==> config.mk <==
export PLATFORM = sky130hd
export DESIGN_NAME = edc_top
export DESIGN_NICKNAME = d
export VERILOG_FILES = /design/src/shared/edc_pkg.sv /design/src/core/edc_sync.sv /design/src/core/edc_trig.sv /design/src/core/edc_top.sv
export VERILOG_INCLUDE_DIRS = /design/src /design/src/shared
export SDC_FILE = /design/constraint.sdc
export NUM_CORES = 1
export LEC_CHECK = 0
export BUFFER_PORTS_ARGS = -buffer_cell sky130_fd_sc_hd__buf_2
export CORE_AREA = 4 4 68 70
export CTS_CLUSTER_DIAMETER = 200
export CTS_CLUSTER_SIZE = 40
export DETAILED_ROUTE_END_ITERATION = 8
export DIE_AREA = 0 0 72 74
export PLACE_DENSITY = 0.83
export SYNTH_ARGS = -nofsm -noshare
export SYNTH_HDL_FRONTEND = slang
export SYNTH_SLANG_ARGS = --single-unit
==> constraint.sdc <==
create_clock -name ref_clk -period 2.5 [get_ports ref_clk]
set_input_delay 0.625 -clock ref_clk [delete_from_list [all_inputs] [get_ports ref_clk]]
set_output_delay 0.625 -clock ref_clk [all_outputs]
set_load 0.02 [all_outputs]
==> src/shared/edc_params.svh <==
// Offsets, field positions, reset values for the extended device control block.
// Included by the package and by every design file that needs a figure.
`ifndef EDC_PARAMS_SVH
`define EDC_PARAMS_SVH

`define EDC_AW              8
`define EDC_DW              32
`define EDC_OFF_EXT_CTRL    8'h18

`define EDC_B_EN_LO         0
`define EDC_B_EN_HI         3
`define EDC_B_PIN4          4
`define EDC_B_PHY_INTERRUPT_LEVEL        5
`define EDC_B_VAL0          6
`define EDC_B_VAL1          7
`define EDC_B_RSV_LO        8
`define EDC_B_RSV_HI        9
`define EDC_B_DIR0          10
`define EDC_B_DIR1          11
`define EDC_B_SPD_TRIG      12
`define EDC_B_NVM_TRIG      13
`define EDC_B_BYPASS        15
`define EDC_B_RELAXED_ORDER_DISABLE        17

`define EDC_RST_EN          4'h0
`define EDC_RST_VAL         2'h0
`define EDC_RST_RSV98       2'h1
`define EDC_RST_DIR         2'h0
`define EDC_RST_BYPASS      1'h0
`define EDC_RST_RELAXED_ORDER_DISABLE      1'h0
`define EDC_RST_CAUSE       3'h0
`define EDC_RST_RDATA       32'h0000_0000

`define EDC_SYNC_STAGES     2

`endif

==> src/shared/edc_pkg.sv <==
// Types shared by the extended device control block and its helpers.
// Figures live in edc_params.svh; this package only holds types.
`include "edc_params.svh"

package edc_pkg;

    typedef struct packed {
        logic [3:0]  en;
        logic [1:0]  val;
        logic [1:0]  rsv98;
        logic [1:0]  dir;
        logic        bypass;
        logic        relaxed_order_disable;
        logic [2:0]  cause;
        logic [31:0] rdata;
    } edc_ctrl_s;

    typedef struct packed {
        logic pend;
    } edc_trig_s;

    typedef enum logic {
        EDC_WIDE    = 1'b0,
        EDC_REDUCED = 1'b1
    } edc_variant_e;

endpackage

==> src/core/edc_sync.sv <==
// Two-stage level synchroniser for pins and other asynchronous levels.
// Assumes the inputs are levels that stay stable for several clocks.
`timescale 1ns/1ps
`include "edc_params.svh"

module edc_sync
    import edc_pkg::*;
#(
    parameter int W = 1
) (
    input  wire logic         ref_clk,
    input  wire logic         nrst,
    input  wire logic [W-1:0] async_in,
    output logic      [W-1:0] sync_out
);

    logic [W-1:0] meta_r;

    ////////////////////////////////////////////////////////////////////////
    // First stage feeds the second and nothing else
    always_ff @(posedge ref_clk or negedge nrst) begin
        if (!nrst) begin
            meta_r   <= '0;
            sync_out <= '0;
        end else begin
            meta_r   <= async_in;
            sync_out <= meta_r;
        end
    end

endmodule

==> src/core/edc_trig.sv <==
// Self-clearing trigger: a write of one raises a request that holds until
// the consumer acknowledges it or the gate goes low. Consumer runs on the same clock.
`timescale 1ns/1ps
`include "edc_params.svh"

module edc_trig
    import edc_pkg::*;
(
    input  wire logic ref_clk,
    input  wire logic nrst,
    input  wire logic set,
    input  wire logic gate,
    input  wire logic ack,
    output logic      req
);

    edc_trig_s st_r;
    edc_trig_s st_nxt;

    ////////////////////////////////////////////////////////////////////////
    // A set in the ack cycle survives, so a quick re-trigger is not lost.
    // With the gate low the request is dropped at once, as if accepted.
    always_comb begin
        st_nxt = st_r;
        if (ack || !gate) begin
            st_nxt.pend = 1'b0;
        end
        if (set && gate) begin
            st_nxt.pend = 1'b1;
        end
    end

    always_ff @(posedge ref_clk or negedge nrst) begin
        if (!nrst) begin
            st_r <= '0;
        end else begin
            st_r <= st_nxt;
        end
    end

    assign req = st_r.pend;

endmodule

==> src/core/edc_top.sv <==
// Extended device control register: pin data and direction, pin interrupt
// routing, speed detection and nonvolatile reload triggers, speed bypass
// and, in the wide variant only, relaxed ordering disable.
// Assumes a same-clock register port and a same-clock reset pulse for
// software and system resets; pins and PHY interrupt arrive asynchronously.
//
// The address-and-strobe port is this design's own decision.
`timescale 1ns/1ps
`include "edc_params.svh"

module edc_top
    import edc_pkg::*;
#(
    parameter edc_variant_e VARIANT = EDC_WIDE,
    parameter int           AW      = `EDC_AW
) (
    input  wire logic          ref_clk,
    input  wire logic          nrst,
    input  wire logic          soft_rst,
    input  wire logic [AW-1:0] reg_addr,
    input  wire logic [31:0]   reg_wdata,
    input  wire logic          reg_wr,
    input  wire logic          reg_rd,
    output logic      [31:0]   reg_rdata,
    input  wire logic [1:0]    pin_in,
    output logic      [1:0]    pin_out,
    output logic      [1:0]    pin_oe,
    input  wire logic          upper_pin4_in,
    output logic      [2:0]    pin_interrupt_cause,
    input  wire logic          phy_interrupt_level,
    input  wire logic          nvm_load,
    input  wire logic [1:0]    nvm_pin_value,
    input  wire logic [1:0]    nvm_pin_direction,
    output logic               nvm_reload_req,
    input  wire logic          nvm_reload_ack,
    input  wire logic          internal_phy_mode,
    output logic               speed_detect_req,
    input  wire logic          speed_detect_ack,
    input  wire logic          forced_speed_option,
    input  wire logic [1:0]    ctrl_speed,
    output logic               speed_detect_bypass,
    output logic [1:0]         direct_speed,
    output logic               clock_switch_force,
    input  wire logic          pcix_mode,
    input  wire logic          pcix_cmd_relaxed,
    output logic               relaxed_order_req
);

    localparam logic REDUCED = (VARIANT == EDC_REDUCED);

    edc_ctrl_s st_r;
    edc_ctrl_s st_nxt;

    logic [3:0] async_lv;
    logic [3:0] sync_lv;
    logic [1:0] pin_sync;
    logic       pin4_sync;
    logic       phy_int_sync;
    logic       wr_hit;
    logic       rd_hit;
    logic       spd_set;
    logic       nvm_set;
    logic [1:0] pin_rd_lv;
    logic [1:0] pin_cause_lv;

    ////////////////////////////////////////////////////////////////////////
    // Address decode, used by both strobes
    function automatic logic hit(input logic [AW-1:0] a);
        hit = (a == AW'(`EDC_OFF_EXT_CTRL));
    endfunction

    assign wr_hit = reg_wr && hit(reg_addr);
    assign rd_hit = reg_rd && hit(reg_addr);

    ////////////////////////////////////////////////////////////////////////
    // Pin and PHY interrupt levels come from outside the clock domain
    assign async_lv = {phy_interrupt_level, upper_pin4_in, pin_in};

    edc_sync #(
        .W (4)
    ) u_sync (
        .ref_clk  (ref_clk),
        .nrst     (nrst),
        .async_in (async_lv),
        .sync_out (sync_lv)
    );

    assign pin_sync     = sync_lv[1:0];
    assign pin4_sync    = sync_lv[2];
    assign phy_int_sync = sync_lv[3];

    ////////////////////////////////////////////////////////////////////////
    // Both software pins: read-back level and routed interrupt level.
    // Enables 3:2 serve these two pins in either variant.
    for (genvar i = 0; i < 2; i++) begin : g_pin
        assign pin_rd_lv[i]    = st_r.dir[i] ? st_r.val[i] : pin_sync[i];
        // An output pin never raises its own cause
        assign pin_cause_lv[i] = st_r.en[i+2] && !st_r.dir[i] && pin_sync[i];
    end

    ////////////////////////////////////////////////////////////////////////
    // Self-clearing triggers
    assign spd_set = wr_hit && reg_wdata[`EDC_B_SPD_TRIG];
    assign nvm_set = wr_hit && reg_wdata[`EDC_B_NVM_TRIG];

    // Outside internal PHY mode the request is swallowed, not queued
    edc_trig u_spd_trig (
        .ref_clk (ref_clk),
        .nrst    (nrst),
        .set     (spd_set),
        .gate    (internal_phy_mode),
        .ack     (speed_detect_ack),
        .req     (speed_detect_req)
    );

    // Software must have quiesced the device first; nothing here checks it
    edc_trig u_nvm_trig (
        .ref_clk (ref_clk),
        .nrst    (nrst),
        .set     (nvm_set),
        .gate    (1'b1),
        .ack     (nvm_reload_ack),
        .req     (nvm_reload_req)
    );

    ////////////////////////////////////////////////////////////////////////
    // Read image of the register
    function automatic logic [31:0] read_image(input edc_ctrl_s s,
                                               input logic [1:0] pins,
                                               input logic phy,
                                               input logic spd_p,
                                               input logic nvm_p);
        logic [31:0] v;
        v = 32'h0000_0000;
        if (REDUCED) begin
            v[`EDC_B_EN_HI:`EDC_B_EN_HI-1] = s.en[3:2];
        end else begin
            v[`EDC_B_EN_HI:`EDC_B_EN_LO] = s.en;
            v[`EDC_B_PHY_INTERRUPT_LEVEL] = phy;
            v[`EDC_B_RELAXED_ORDER_DISABLE] = s.relaxed_order_disable;
        end
        v[`EDC_B_PIN4] = 1'b0;
        v[`EDC_B_VAL0] = pins[0];
        v[`EDC_B_VAL1] = pins[1];
        v[`EDC_B_RSV_HI:`EDC_B_RSV_LO] = s.rsv98;
        v[`EDC_B_DIR0] = s.dir[0];
        v[`EDC_B_DIR1] = s.dir[1];
        v[`EDC_B_SPD_TRIG] = spd_p;
        v[`EDC_B_NVM_TRIG] = nvm_p;
        v[`EDC_B_BYPASS] = s.bypass;
        read_image = v;
    endfunction

    ////////////////////////////////////////////////////////////////////////
    // Next state
    always_comb begin
        st_nxt = st_r;

        // Software register writes
        if (wr_hit) begin
            if (REDUCED) begin
                st_nxt.en = {reg_wdata[`EDC_B_EN_HI:`EDC_B_EN_HI-1], 2'h0};
                st_nxt.relaxed_order_disable = 1'b0;
            end else begin
                st_nxt.en = reg_wdata[`EDC_B_EN_HI:`EDC_B_EN_LO];
                st_nxt.relaxed_order_disable = reg_wdata[`EDC_B_RELAXED_ORDER_DISABLE];
            end
            st_nxt.val[0] = reg_wdata[`EDC_B_VAL0];
            st_nxt.val[1] = reg_wdata[`EDC_B_VAL1];
            st_nxt.rsv98  = reg_wdata[`EDC_B_RSV_HI:`EDC_B_RSV_LO];
            st_nxt.dir[0] = reg_wdata[`EDC_B_DIR0];
            st_nxt.dir[1] = reg_wdata[`EDC_B_DIR1];
            st_nxt.bypass = reg_wdata[`EDC_B_BYPASS];
        end

        // Nonvolatile load overrides a write in the same cycle
        if (nvm_load) begin
            st_nxt.val = nvm_pin_value;
            st_nxt.dir = nvm_pin_direction;
        end

        // Soft reset clears everything except the pin directions, the read data and the two pending trigger requests
        if (soft_rst) begin
            st_nxt.en     = `EDC_RST_EN;
            st_nxt.val    = `EDC_RST_VAL;
            st_nxt.rsv98  = `EDC_RST_RSV98;
            st_nxt.bypass = `EDC_RST_BYPASS;
            st_nxt.relaxed_order_disable = `EDC_RST_RELAXED_ORDER_DISABLE;
            st_nxt.cause  = `EDC_RST_CAUSE;
        end

        // Pin interrupt causes follow the sampled pin while routed
        if (REDUCED) begin
            st_nxt.cause[0] = 1'b0;
        end else begin
            // Pin 4 shares its direction with bit 8, held at one by software
            st_nxt.cause[0] = st_r.en[0] && !st_r.rsv98[0] && pin4_sync;
        end
        st_nxt.cause[2:1] = pin_cause_lv;
        if (soft_rst) begin
            st_nxt.cause = `EDC_RST_CAUSE;
        end

        // Read data stand only in the cycle after the strobe
        st_nxt.rdata = `EDC_RST_RDATA;
        if (rd_hit) begin
            st_nxt.rdata = read_image(st_r, pin_rd_lv, phy_int_sync,
                                      speed_detect_req, nvm_reload_req);
        end
    end

    ////////////////////////////////////////////////////////////////////////
    // Only power-on reset touches the pin directions
    always_ff @(posedge ref_clk or negedge nrst) begin
        if (!nrst) begin
            st_r.en     <= `EDC_RST_EN;
            st_r.val    <= `EDC_RST_VAL;
            st_r.rsv98  <= `EDC_RST_RSV98;
            st_r.dir    <= `EDC_RST_DIR;
            st_r.bypass <= `EDC_RST_BYPASS;
            st_r.relaxed_order_disable <= `EDC_RST_RELAXED_ORDER_DISABLE;
            st_r.cause  <= `EDC_RST_CAUSE;
            st_r.rdata  <= `EDC_RST_RDATA;
        end else begin
            st_r <= st_nxt;
        end
    end

    ////////////////////////////////////////////////////////////////////////
    // Outputs
    assign reg_rdata           = st_r.rdata;
    assign pin_out             = st_r.val;
    assign pin_oe              = st_r.dir;
    assign pin_interrupt_cause = st_r.cause;

    // Bypass hands the control speed straight on, no clock switching
    assign speed_detect_bypass = st_r.bypass;
    assign direct_speed        = st_r.bypass ? ctrl_speed : 2'h0;
    assign clock_switch_force  = forced_speed_option && !st_r.bypass;

    assign relaxed_order_req   = pcix_mode && pcix_cmd_relaxed
                                 && !st_r.relaxed_order_disable;

endmodule

==> results.yml <==
outcome:
  outcome: "completed"
synth:
  synth_top_flop_cell: "dfrtp_1"
  async_reset_ff_frac: 1.00
  synth_area_per_cell_sq_um: 10.9
  synthCells: 170
  yosys.cell_types.count: 31
  synth-seq-area-share: 0.540
  ys_warn_count: 0
  synth_edf_count: 0
  synth_area_sq_um: 1860
  ys_ff_latch: 40
routing:
  ant_nets: 0
  wl_per_cell_um: 14.5
  wl_um: 3940
  dr.pass1.iters: 4
  vias_per_cell: 4.77
  drc_errors: 0
  drtIter0Drc: 48
  num_vias: 1294
cells_and_area:
  n_antenna_cell: 0
  final-instance-count-excl-fill: 271
  multi_input_area_sq_um: 572
  utilization: 0.541
  layout_commonest_cell: "buf_2"
  seqCellArea_sq_um: 1000
  fin_nets: 282
  n_fill_cell: 385
  area_delta_synth_final_pct: 15.8
  layout_common_cells: "buf_2 (72), dfrtp_1 (39), conb_1 (17)"
  drive_above_1_share: 0.389
worst_setup_path:
  path_class: "input pin to register"
  critPathLaunchType: "input pin"
  crit_path_end_kind: "register"
  required_ns: 2.65
  cp.arrival_ns: 2.08
  crit_path_max_fanout: 9
power:
  clkPwrFrac: 0.403
  p_per_area_nw_per_um2: 615
  comb_power_share: 0.093
  p_leak_nw: 1.14
  swShare: 0.243
  seq_power_share: 0.504
  intPower_w: 0.00100
  p_switching_w: 0.000322
  peakVddDrop_uv: 338
global_route:
  antenna_found_initial: 0
  grt_pass1_wl_um: 6170
  grt_pass1_vias: 1256
  track_usage: 0.155
  grt_overflow_total: 0
  grt.busiest_layer: "met2"
  grt_max_degree: 41
  grt_util_met2: 0.261
  grt_use_met3: 0.0432
  gr-usage-met1: 0.188
die:
  dieArea_sq_um: 5330
  die_h_um: 74
  die_w_um: 72
  coreArea_sq_um: 3970
  rows: 23
  start_util: 0.467
  ios: 108
sta:
  relSlewSlack: 0.412
  rsz0062_at_grt: "false"
  worst_slew_pin_slew_ns: 0.881
  fin_tns_setup_ns: 0
  fin_crit_sh: 0.771
  hold_viol: 0
  timing.fmax_ghz: 0.519
  slew_viol_final: 0
  setup_violations: 0
  period_needed_ns: 1.93
  clock-skew-final_ns: 0.00687
min_path:
  hp-class: "register to register"
clock_tree:
  ctsRootBufferMaster: "clkbuf_8"
  clk_latency_ns: 0.29
  clk_path_buf_depth: 2
  cts_tree: "done"
  postCtsHoldBufs: 0
  cts.sinks: 40
  cts.htree.levels: 2
  ctsResizeCount: 0
  clkTransAtPathRegs_ns: 0.08
  cts_made_buffers: 5
  cts_setup_buffers: 0
placed_design:
  io_buffers: 72
  place.gp.congestion: 0.760
  place_inst: 263
  hpwl_um: 2990
flow_run:
  cap_viol_max_count: 0
==> kinds of logic (layout without fill, tap and decap cells) <==
kind of cell,Yosys count,count (layout),share of synthesized area
buffers and inverters,53,88,0.191
and+or+nand+nor,50,50,0.165
DFF,40,40,0.540
AOI/OAI and AO/OA,24,24,0.0910
muxes,2,2,0.0108
other,1,17,0.00202
==> power by group through the flow <==
stage / sequential (W) / combinational (W) / clock, W
global route: 0.000668 / 0.000136 / 0.000577
floorplan: 0.000677 / 0.0000891 / 0
detailed placement: 0.000679 / 0.000123 / 0
CTS: 0.000667 / 0.000123 / 0.000545
finish: 0.000667 / 0.000123 / 0.000533
global placement: 0.000678 / 0.000120 / 0
==> routing by layer <==
metal  wire (um)  share of wire  vias up
met4          84          0.021        0
met1        1540           0.39      604
met2        2070           0.52       53
li1            -              -      628
met3         251          0.064        9
met5           0              0        -
==> per-stage QoR <==
step | power (W) | hold WS (ns) | setup slack, ns | cell area [sq um]
finish | 0.00132 | 0.354 | 0.573 | 2150
global route | 0.00138 | 0.372 | 0.491 | 2150
CTS | 0.00133 | 0.356 | 0.558 | 2150
detailed placement | 0.000803 | 0.336 | 0.230 | 2030
global placement | 0.000798 | 0.333 | 0.268 | 2030
floorplan | 0.000766 | 0.329 | 0.603 | 1920
==> registers in the layout, indices dropped and copies added (netlist names) <==
register,cells
u_spd_trig.req,1
u_sync.meta_r,4
speed_detect_bypass,1
u_sync.sync_out,4
st_r,7
pin_interrupt_cause,3
pin_oe,2
u_nvm_trig.req,1
reg_rdata,15
pin_out,2
==> worst max-delay path, stage by stage <==
cell      delay [ns]
buf_2           0.11
or4b_1          0.71
nor3_2          0.46
o311ai_0        0.18
==> layout make-up <==
cell class,count,share of cell area
Tap cell,50,0.0291
Clock inverter,3,0.0215
Inverter,6,0.0105
Timing Repair Buffer,74,0.175
Multi-Input combinational cell,93,0.266
Clock buffer,5,0.0320
Sequential cell,40,0.466
==> synth_stat cells, types with 3 or more instances <==
cell	number	area, sq um
nor2b_1	3	18.8
a21oi_1	9	45.0
nor2_1	7	26.3
dfrtp_1	39	976
buf_2	3	15.0
o31ai_1	7	52.6
and2_1	13	81.3
buf_4	40	300
clkbuf_1	3	11.3
inv_1	5	18.8
nand4_1	12	75.1
nand2_1	4	15.0
==> path summary, 6_finish.rpt <==
path	start	to	slack [ns]	depth (start not counted)
setup / recovery	reg_addr[5]	pin_oe[0]	0.57	4
hold / removal	u_sync.meta_r[3]	u_sync.sync_out[3]	0.35	0
setup reg to reg	pin_oe[0]	pin_oe[0]	1.58	2
hold reg to reg	u_sync.meta_r[3]	u_sync.sync_out[3]	0.35	0
max in group asynchronous	nrst	reg_rdata[3]	1.50	1
min in group asynchronous	nrst	u_sync.meta_r[0]	0.44	1
Note: power is estimated with default switching activity, not from simulation.
